$ cat src/cdu_params.svh
// Constants for the current DAC update control block.
// Assumes inclusion by the package, design and bench files of this block only.
`ifndef CDU_PARAMS_SVH
`define CDU_PARAMS_SVH

`define CDU_ADDR_CONTROL   8'hB9
`define CDU_ADDR_DATA_HIGH 8'hBA
`define CDU_ADDR_DATA_LOW  8'hBB
`define CDU_CONTROL_RESET  8'h72
`define CDU_CONTROL_WMASK  8'hF3
`define CDU_LOW_WMASK      8'hC0
`define CDU_ENABLE_BIT     7
`define CDU_SRC_HI         6
`define CDU_SRC_LO         4
`define CDU_FS_HI          1
`define CDU_FS_LO          0
`define CDU_LOW_HI         7
`define CDU_LOW_LO         6
`define CDU_CODE_WIDTH     10
`define CDU_FS_HALF_UA     500
`define CDU_FS_ONE_UA      1000
`define CDU_FS_TWO_UA      2000
`define CDU_FULL_COUNT     1024

`endif

$ cat src/cdu_pkg.sv
// Types shared by the current DAC update control block.
// Assumes the constants header is on the include path.
`default_nettype none
`include "cdu_params.svh"

package cdu_pkg;

   // Update source encodings held in the control register.
   typedef enum logic [2:0]
   {
      CDU_SRC_TIMER0  = 3'h0,
      CDU_SRC_TIMER1  = 3'h1,
      CDU_SRC_TIMER2  = 3'h2,
      CDU_SRC_TIMER3  = 3'h3,
      CDU_SRC_RISE    = 3'h4,
      CDU_SRC_FALL    = 3'h5,
      CDU_SRC_BOTH    = 3'h6,
      CDU_SRC_ONWRITE = 3'h7
   } cdu_src_e;

   typedef logic [`CDU_CODE_WIDTH-1:0] cdu_code_t;

endpackage : cdu_pkg

`default_nettype wire

$ cat src/cdu_dac_update.sv
// Register file and update scheduler of the 10-bit current DAC.
// Assumes an 8-bit special register port on sys_clk and timer overflow
// pulses of one cycle from the same clock domain.
`default_nettype none
`include "cdu_params.svh"

module cdu_dac_update
(
   // Clock and reset.
   input  wire logic                    sys_clk,
   input  wire logic                    resetn,
   // Special register port.
   input  wire logic [7:0]              reg_addr,
   input  wire logic                    reg_wr,
   input  wire logic                    reg_rd,
   input  wire logic [7:0]              reg_wdata,
   output logic      [7:0]              reg_rdata,
   // Update events.
   input  wire logic [3:0]              timer_ovf,
   input  wire logic                    ext_convert_strobe,
   // Converter side.
   output logic      [9:0]              dac_code,
   output logic      [1:0]              full_scale_sel,
   output logic      [11:0]             full_scale_ua,
   output logic      [21:0]             out_current_na,
   output logic                         dac_latch_load,
   // Pin control.
   output logic                         dac_enable_bit,
   output logic                         pin_gpio_enable,
   output logic                         pin_analog_connect
);
   import cdu_pkg::*;

   logic [7:0]   ctrl_q, ctrl_d;
   logic [7:0]   high_q, high_d;
   logic [7:0]   low_q, low_d;
   cdu_code_t    code_q, code_d;
   logic         load_q, load_d;
   logic [7:0]   rdata_q, rdata_d;
   logic         rise, fall, event_hit;
   cdu_src_e     src;
   logic [11:0]  fs_ua;

   cdu_strobe_edge cdu_strobe_edge_i
   (
      .sys_clk    (sys_clk),
      .resetn     (resetn),
      .strobe_pin (ext_convert_strobe),
      .rise_pulse (rise),
      .fall_pulse (fall)
   );

   assign src = cdu_src_e'(ctrl_q[`CDU_SRC_HI:`CDU_SRC_LO]);

   // Qualifying update event for the selected source.
   always_comb
   begin
      case (src)
         CDU_SRC_TIMER0:  event_hit = timer_ovf[0];
         CDU_SRC_TIMER1:  event_hit = timer_ovf[1];
         CDU_SRC_TIMER2:  event_hit = timer_ovf[2];
         CDU_SRC_TIMER3:  event_hit = timer_ovf[3];
         CDU_SRC_RISE:    event_hit = rise;
         CDU_SRC_FALL:    event_hit = fall;
         CDU_SRC_BOTH:    event_hit = rise | fall;
         CDU_SRC_ONWRITE: event_hit = reg_wr &&
                             reg_addr == `CDU_ADDR_DATA_HIGH;
         default:         event_hit = 1'b0;
      endcase
   end

   // Register writes, latch loads and read data.
   always_comb
   begin
      ctrl_d  = ctrl_q;
      high_d  = high_q;
      low_d   = low_q;
      code_d  = code_q;
      load_d  = 1'b0;
      rdata_d = rdata_q;
      if (reg_wr)
      begin
         case (reg_addr)
            `CDU_ADDR_CONTROL:
               ctrl_d = reg_wdata & `CDU_CONTROL_WMASK;
            `CDU_ADDR_DATA_HIGH: high_d = reg_wdata;
            `CDU_ADDR_DATA_LOW:
               low_d  = reg_wdata & `CDU_LOW_WMASK;
            default:             ;
         endcase
      end
      // Data written in the event cycle joins the copy, so it is not lost.
      if (event_hit)
      begin
         code_d = {high_d, low_d[`CDU_LOW_HI:`CDU_LOW_LO]};
         load_d = 1'b1;
      end
      if (reg_rd)
      begin
         case (reg_addr)
            `CDU_ADDR_CONTROL:   rdata_d = ctrl_q;
            `CDU_ADDR_DATA_HIGH: rdata_d = high_q;
            `CDU_ADDR_DATA_LOW:  rdata_d = low_q;
            default:             rdata_d = 8'h00;
         endcase
      end
   end

   always_ff @(posedge sys_clk)
   begin
      if (!resetn)
      begin
         ctrl_q  <= `CDU_CONTROL_RESET;
         high_q  <= 8'h00;
         low_q   <= 8'h00;
         code_q  <= '0;
         load_q  <= 1'b0;
         rdata_q <= 8'h00;
      end
      else
      begin
         ctrl_q  <= ctrl_d;
         high_q  <= high_d;
         low_q   <= low_d;
         code_q  <= code_d;
         load_q  <= load_d;
         rdata_q <= rdata_d;
      end
   end

   // Full-scale decode in microamps.
   always_comb
   begin
      case (ctrl_q[`CDU_FS_HI:`CDU_FS_LO])
         2'h0:    fs_ua = 12'(`CDU_FS_HALF_UA);
         2'h1:    fs_ua = 12'(`CDU_FS_ONE_UA);
         default: fs_ua = 12'(`CDU_FS_TWO_UA);
      endcase
   end

   // Converter outputs; current in nanoamps is code*fs*1000/1024.
   assign reg_rdata          = rdata_q;
   assign dac_code           = code_q;
   assign dac_latch_load     = load_q;
   assign full_scale_sel     = ctrl_q[`CDU_FS_HI:`CDU_FS_LO];
   assign full_scale_ua      = fs_ua;
   assign out_current_na     = 22'((32'(code_q) * 32'(fs_ua) * 32'd1000)
                                   / 32'(`CDU_FULL_COUNT));
   assign dac_enable_bit     = ctrl_q[`CDU_ENABLE_BIT];
   assign pin_gpio_enable    = ~ctrl_q[`CDU_ENABLE_BIT];
   assign pin_analog_connect = ctrl_q[`CDU_ENABLE_BIT];

   // Rising-strobe mode leaves the code unchanged unless a rising strobe edge occurs.
   property p_hold_strobe;
      @(posedge sys_clk) disable iff (!resetn)
      (src == CDU_SRC_RISE && !rise) |=> $stable(code_q);
   endproperty
   a_hold_strobe: assert property (p_hold_strobe)
      else $error("code changed without rising strobe edge");

   property p_fall_load;
      @(posedge sys_clk) disable iff (!resetn)
      (src == CDU_SRC_FALL && fall) |=> load_q;
   endproperty
   a_fall_load: assert property (p_fall_load)
      else $error("falling edge did not load");

   property p_copy;
      @(posedge sys_clk) disable iff (!resetn)
      (event_hit && !reg_wr) |=>
         code_q == {$past(high_q), $past(low_q[`CDU_LOW_HI:`CDU_LOW_LO])};
   endproperty
   a_copy: assert property (p_copy)
      else $error("latch copy wrong");

   property p_fs;
      @(posedge sys_clk) disable iff (!resetn)
      ctrl_q[`CDU_FS_HI] |-> fs_ua == 12'(`CDU_FS_TWO_UA);
   endproperty
   a_fs: assert property (p_fs)
      else $error("full scale decode wrong");

   property p_low_held;
      @(posedge sys_clk) disable iff (!resetn)
      (src == CDU_SRC_ONWRITE && reg_wr &&
       reg_addr == `CDU_ADDR_DATA_LOW) |=> !load_q;
   endproperty
   a_low_held: assert property (p_low_held)
      else $error("low write updated output");

   property p_timer;
      @(posedge sys_clk) disable iff (!resetn)
      (src == CDU_SRC_TIMER2 && timer_ovf[2]) |=> load_q;
   endproperty
   a_timer: assert property (p_timer)
      else $error("timer overflow did not load");

   property p_pin;
      @(posedge sys_clk) disable iff (!resetn)
      pin_gpio_enable != pin_analog_connect;
   endproperty
   a_pin: assert property (p_pin)
      else $error("pin both gpio and analog");

   property p_unused;
      @(posedge sys_clk) disable iff (!resetn)
      (ctrl_q & ~`CDU_CONTROL_WMASK) == 8'h00 &&
      (low_q & ~`CDU_LOW_WMASK) == 8'h00;
   endproperty
   a_unused: assert property (p_unused)
      else $error("unused bits nonzero");

   property p_pulse;
      @(posedge sys_clk) disable iff (!resetn)
      rise |=> !rise;
   endproperty
   a_pulse: assert property (p_pulse)
      else $error("edge pulse longer than one cycle");

   property p_current;
      @(posedge sys_clk) disable iff (!resetn)
      code_q == 10'h000 |-> out_current_na == 22'h0;
   endproperty
   a_current: assert property (p_current)
      else $error("zero code gives current");

endmodule : cdu_dac_update

`default_nettype wire

$ cat src/cdu_strobe_edge.sv
// Strobe pin synchroniser and edge detector for the current DAC.
// Assumes the strobe pin is asynchronous to sys_clk.
`default_nettype none
`include "cdu_params.svh"

module cdu_strobe_edge
(
   // Clock and reset.
   input  wire logic sys_clk,
   input  wire logic resetn,
   // Raw pin.
   input  wire logic strobe_pin,
   // One-cycle edge pulses.
   output logic      rise_pulse,
   output logic      fall_pulse
);
   import cdu_pkg::*;

   logic meta_q, meta_d;
   logic sync_q, sync_d;
   logic last_q, last_d;

   // Next values; only the second stage and its delayed copy are compared.
   always_comb
   begin
      meta_d = strobe_pin;
      sync_d = meta_q;
      last_d = sync_q;
   end

   // Registers, cleared to low at reset.
   always_ff @(posedge sys_clk)
   begin
      if (!resetn)
      begin
         meta_q <= 1'b0;
         sync_q <= 1'b0;
         last_q <= 1'b0;
      end
      else
      begin
         meta_q <= meta_d;
         sync_q <= sync_d;
         last_q <= last_d;
      end
   end

   // Edges from synchronised samples, one cycle each.
   assign rise_pulse = sync_q & ~last_q;
   assign fall_pulse = ~sync_q & last_q;

endmodule : cdu_strobe_edge

`default_nettype wire

$ cat config.mk
export PLATFORM = sky130hd
export DESIGN_NAME = cdu_dac_update
export DESIGN_NICKNAME = d
export VERILOG_FILES = /design/src/cdu_pkg.sv /design/src/cdu_dac_update.sv /design/src/cdu_strobe_edge.sv
export VERILOG_INCLUDE_DIRS = /design/src
export SDC_FILE = /design/constraint.sdc
export NUM_CORES = 1
export LEC_CHECK = 0
export ABC_AREA = 1
export BUFFER_PORTS_ARGS = -buffer_cell sky130_fd_sc_hd__buf_2
export CORE_MARGIN = 3
export CORE_UTILIZATION = 50
export CTS_BUF_LIST = sky130_fd_sc_hd__clkbuf_4
export DETAILED_ROUTE_END_ITERATION = 8
export PLACE_DENSITY_LB_ADDON = 0.3
export SYNTH_ARGS = -nofsm -noshare
export SYNTH_HDL_FRONTEND = slang
export SYNTH_SLANG_ARGS = --single-unit
$ cat constraint.sdc
create_clock -name sys_clk -period 12.5 [get_ports sys_clk]
set_input_delay 1.25 -clock sys_clk [delete_from_list [all_inputs] [get_ports sys_clk]]
set_output_delay 1.25 -clock sys_clk [all_outputs]
set_load 0.02 [all_outputs]
-- Word level (Yosys, flattened, before mapping)
Index checks and enable logic that the tools add are counted.
- muxes and demuxes: 8
- equality and inequality tests: 11
- reductions and logical operators: 4
- multipliers: 2
- bitwise operators: 6
- operator list (kind ; number):
    $mux 8 ; 4
    $mul 22x7->29 const B ; 1
    $eq 8x8->1 const B ; 3
    $pmux 8 s3 ; 1
    $mul 10x12->22 ; 1
    $pmux 11 s2 ; 1
    $eq 3x3->1 const B ; 4
    $pmux 1 s8 ; 1
    $eq 3x2->1 const B ; 2
    $eq 3x1->1 const B ; 1
    $logic_not 3->1 ; 1
    $not 1->1 ; 3
    $and 1x1->1 ; 2
    $eq 2x1->1 const B ; 1
    $logic_not 2->1 ; 1
    $reduce_and 2->1 ; 1
    $logic_and 1x1->1 ; 1
    $mux 1 ; 1
    $or 1x1->1 ; 1
- logic and storage cells: 40
- output and inout port bits: 58
- bits in registers: 38
- bits of input ports: 25

-- Longest topological paths before layout
- depth in word-level cells: 5
- mapped depth: 43
- gate-level depth less buffers: 43

-- Cells and area by module
A second synthesis with hierarchy kept.
- cell total of the unflattened synthesis: 1163
- area, all modules: 8564.5 µm²
- by module, submodules not included (module ; area an instance (µm²) ; cells an instance ; times used):
    cdu_dac_update ; 8464.4 ; 1150 ; 1
    cdu_strobe_edge ; 100.1 ; 13 ; 1

-- Worst setup path before layout
Ideal clock, no wire load.
- kind: reg2out
- start point: reg ctrl_q[0]
- end point: out out_current_na[16]
- required time: 11.250 ns
- slack: 3.055 ns
- stages on the path, launching flop included: 31
- arrival time: 8.195 ns
- buffers on the path: 1
- cells stage by stage: dfxtp_1 inv_1 nor2_1 buf_1 nand2_1 fa_1 fa_1 fa_1 inv_1 fa_1 ha_1 ha_1 nand2_2 inv_1 a21oi_4 nand3_2 a21oi_1 xnor2_1 fa_1 inv_1 fa_1 fa_1 fa_1 inv_1 ha_1 nand2_1 nor2_1 and2_1 nand4_1 nand3_1 xor2_1
- word-level cells in the longest chain between the ends: 4
- elaborated cells on any way between the ends: 5
- those cells by class: mul (2); eq/ne (1); mux (1); reduce/logical (1)
- RTL lines (what ; RTL line ; source):
    start, declared ; cdu_dac_update.sv:34 ; logic [7:0] ctrl_q, ctrl_d;
    start signal, assigned ; cdu_dac_update.sv:113 ; ctrl_q <= `CDU_CONTROL_RESET;
    start signal, assigned ; cdu_dac_update.sv:122 ; ctrl_q <= ctrl_d;
    $eq 2x1->1 or $logic_not 2->1 (tied branches) ; cdu_dac_update.sv:134 ; case (ctrl_q[`CDU_FS_HI:`CDU_FS_LO])
    $pmux 11 s2 (*) ; cdu_dac_update.sv:134 ;
    via full_scale_ua[3] ; cdu_dac_update.sv:24 ; output logic [11:0] full_scale_ua,
    $mul 10x12->22 (*) ; cdu_dac_update.sv:147 ; assign out_current_na = 22'((32'(code_q) * 32'(fs_ua) * 32'd1000)
    $mul 22x7->29 (*) ; cdu_dac_update.sv:147 ;
    end, declared ; cdu_dac_update.sv:25 ; output logic [21:0] out_current_na,
The timed path passes the listed nets; every way through them passes the cells marked *.

-- Final worst setup path
- start point: reg ctrl_q[0]
- end point: out out_current_na[19]
- word-level cells in the longest chain between the ends: 4
- elaborated cells on any way between the ends: 5
- those cells by class: mul (2); eq/ne (1); mux (1); reduce/logical (1)
- RTL lines (what ; RTL line):
    $eq 2x1->1 or $logic_not 2->1 (tied branches) ; cdu_dac_update.sv:134
    $pmux 11 s2 (*) ; cdu_dac_update.sv:134
    $mul 10x12->22 (*) ; cdu_dac_update.sv:147
    $mul 22x7->29 (*) ; cdu_dac_update.sv:147
Mark *: on every way between the ends. The rest lies on a longest branch, timed or not.

==> out/results.txt <==
Cts repair resizes = 0
Crit path top cell by count = fa_1
First-pass GRT wire length = 32400 um
TNS Setup = 0 ps
Die Y = 138 um
Area Overhead vs Synth = 7.56%
Fin crit share = 0.866
Min Tclk post-route = 10830 ps
Tightest Pin Transition = 836 ps
Clk network pwr share = 0.321
Worst Path Max Fanout = 11
Routed wire per std cell = 12.9 um
Post-synth cell types = 43
Leak pwr = 5.34 nW
Initial core utilization = 0.516
CP required = 11250 ps
#FFs+latches synth = 38
Synth Area in Adders = 0.442
Via total after detailed routing = 7379
Final Hold Vio Count = 0
Hold wc startpoint = cdu_strobe_edge_i.meta_q
I/O pin cnt = 83
# clock sinks = 38
Comb pwr share = 0.293
Detail Route Antenna Nets = 0
Switch share = 0.319
Dpl ws = 2100 ps
Total grt overflow = 0
Vias in the first global route = 7184
Synth warnings = 0
Die Width = 138 um
CTS tree = done
Power per cell area = 34.2 nW/um^2
Max-Cap Viols = 0
Clock slew at reported path FFs = 110 ps
Layout cells sized above 1 = 0.0976
I/O Buffers = 76
Antenna Cells = 0
Largest net degree at the start of global routing = 24
RSZ-0062 raised after global routing = false
Hold Path Sink = cdu_strobe_edge_i.last_d
Post-synthesis compound-gate area fraction = 0.0684
Hold crit path type = reg2reg
P_sw = 0.000102 W
DRC violations left = 0
Slowest stage delay, CP = 540 ps
Clock network latency to the later pin of the worst-skew pair = 340 ps
Reg-to-reg slack, setup = 10540 ps
XOR/XNOR share of the synthesized area = 0.0282
Fin util = 0.556
Slew margin rel. = 0.442
Initial antenna violation count = 0
Nets = 1509
Synth Area in Simple Gates = 0.237
Largest family of logic cells by synthesized area = adder cells
Setup Skew = 9.78 ps
Post-Route WL = 18900 um
CP max-delay cell = dfxtp_1
RD Place Congestion = 0.927
Hold path cells = 2
WP buf/inv = 7
VDD IR max = 0.0000574 V
Sequential fraction of the synthesis area = 0.0879
Max Slew Vio Count = 0
Reg2reg end = dac_code[2]
CTS root buf = clkbuf_4
Post-CTS Setup Inserts = 0
Via density per instance = 5.02
CTS Buf Count = 5
Int Pwr = 0.000217 W
Syn Area/Cell = 7.32 um^2
Setup slack after layout = 1670 ps
Mapped cell area = 8660 um^2
Critical path class = reg2out
Placed wire-length estimate = 16800 um
Initial DRC count = 321
Row count = 47
Fmax = 92.3 MHz
DR pass1 iterations = 5
Worst-case clock buffer depth = 2
Htree depth = 2
GRT Resource Usage Total = 0.209
DIE AREA = 18900 um^2
Type of origin of the critical path = register
Setup Viol. Count Final = 0
RR Startpoint = cdu_strobe_edge_i.last_d
Mux share of post-synthesis cell area = 0
Status = complete, no violations
Crit path arrival time = 9580 ps
Core Box Area = 16800 um^2
Worst path top cell family by delay = adder cells
R2R cell count = 11
Worst setup EP type = primary output
Post-synthesis instance total = 1183
Sequential share of power = 0.385
Hold Buf Count CTS = 0
[synth_stat cells]
master | number | area share
and2_0 | 1 | 0.00072
inv_2 | 1 | 0.00043
or2_1 | 1 | 0.00072
a21oi_1 | 52 | 0.030
o21ai_2 | 1 | 0.0010
nand3_2 | 3 | 0.0035
nor2_1 | 104 | 0.045
conb_1 | 2 | 0.00087
a21oi_2 | 2 | 0.0020
nand2_4 | 5 | 0.0065
xor2_2 | 1 | 0.0019
nor3_4 | 1 | 0.0019
a21o_1 | 1 | 0.00087
clkinv_2 | 1 | 0.00058
fa_1 | 118 | 0.27
o21ai_1 | 2 | 0.0012
xor2_1 | 19 | 0.019
o211ai_1 | 2 | 0.0017
ha_1 | 117 | 0.17
o21bai_1 | 4 | 0.0035
nand2_2 | 17 | 0.012
buf_2 | 4 | 0.0023
nand4_1 | 13 | 0.0094
dfxtp_1 | 38 | 0.088
and2_1 | 4 | 0.0029
xnor2_1 | 7 | 0.0071
o21ai_0 | 34 | 0.020
inv_1 | 277 | 0.12
o22ai_1 | 4 | 0.0029
clkinv_1 | 2 | 0.00087
nand3_1 | 51 | 0.029
a21oi_4 | 1 | 0.0019
buf_4 | 9 | 0.0078
buf_1 | 1 | 0.00043
o21ai_4 | 1 | 0.0019
a21boi_1 | 1 | 0.00087
nor2_4 | 2 | 0.0026
clkbuf_1 | 7 | 0.0030
nand2_1 | 253 | 0.11
nand3b_1 | 5 | 0.0043
nor2_2 | 3 | 0.0022
nor3_1 | 10 | 0.0058
a211oi_1 | 1 | 0.00087
[through the flow]
step                instances  hold WS, ps  power (W)  area, um^2
floorplan                1187          390   0.000195        8670
global placement         1462          407   0.000217        9210
detailed placement       1462          439   0.000219        9210
CTS                      1470          456   0.000321        9310
global route             1470          466   0.000339        9310
finish                   1470          451   0.000318        9310
[cell usage in the layout, fill, tap and decap left out, types with 2 or more instances in the layout]
cell type	n
o21bai_1	4
nor2_2	3
xor2_1	19
o22ai_1	4
xnor2_1	7
nor2_4	2
conb_1	6
nand2_2	17
a21oi_1	52
nand2_1	253
and2_1	4
o21ai_0	34
bufinv_16	2
nand3b_1	5
ha_1	117
inv_1	277
o21ai_1	2
nor2_1	104
clkbuf_4	5
clkinv_1	3
buf_2	76
a21oi_2	2
nand4_1	13
nand3_1	51
dfxtp_1	38
nand2_4	5
fa_1	118
nand3_2	3
o211ai_1	2
nor3_1	10
[cell families after synthesis]
group | Yosys count
AO/OA/AOI/OAI | 106
XOR/XNOR | 27
adder cells (fa/ha/maj) | 235
buffers and inverters | 302
flip-flops | 38
AND/OR/NAND/NOR | 473
other | 2
[per-layer routing]
metal	vias up	part of all wire	global-route usage
met4	0	0.0063	0.0227
met1	3492	0.47	0.287
met3	16	0.038	0.0205
met5	-	0	0
li1	3717	-	-
met2	154	0.49	0.370
[worst min-delay path, stage by stage, from the launching register on]
cell     delay (ps)
dfxtp_1         330
nand2_1          60
inv_1            40
[power groups by stage]
stage / registers [W] / clock network (W) / logic [W]
final: 0.000123 / 0.000102 / 0.0000934
after global routing: 0.000123 / 0.000109 / 0.000107
after CTS: 0.000123 / 0.000104 / 0.0000940
after detailed placement: 0.000125 / 0 / 0.0000936
after global placement: 0.000125 / 0 / 0.0000917
after floorplan: 0.000125 / 0 / 0.0000699
[registers in the layout (all words and copies together) (netlist names)]
register / count
cdu_strobe_edge_i.last_d: 1
high_q: 8
cdu_strobe_edge_i.meta_q: 1
dac_latch_load: 1
dac_code: 10
low_q: 2
ctrl_q: 6
reg_rdata: 8
cdu_strobe_edge_i.last_q: 1
[area by class of cell]
class	count	area, um^2
fill	1641	7450
multi-input combinational	847	6740
inverter	281	1060
sequential	38	761
timing repair buffer	76	380
tap	220	275
clock inverter	3	63.8
clock buffer	5	37.5
[worst max path at each step]
stage | startpoint | endpoint | slack [ps] | cells after the start
after floorplan | ctrl_q[0] | out_current_na[16] | 3060 | 30
after global placement | ctrl_q[1] | out_current_na[19] | 2400 | 32
after detailed placement | ctrl_q[0] | out_current_na[19] | 2100 | 33
after CTS | ctrl_q[0] | out_current_na[19] | 1690 | 33
after global routing | ctrl_q[0] | out_current_na[19] | 940 | 33
final | ctrl_q[0] | out_current_na[19] | 1670 | 33
(Power assumes the default switching activity.)
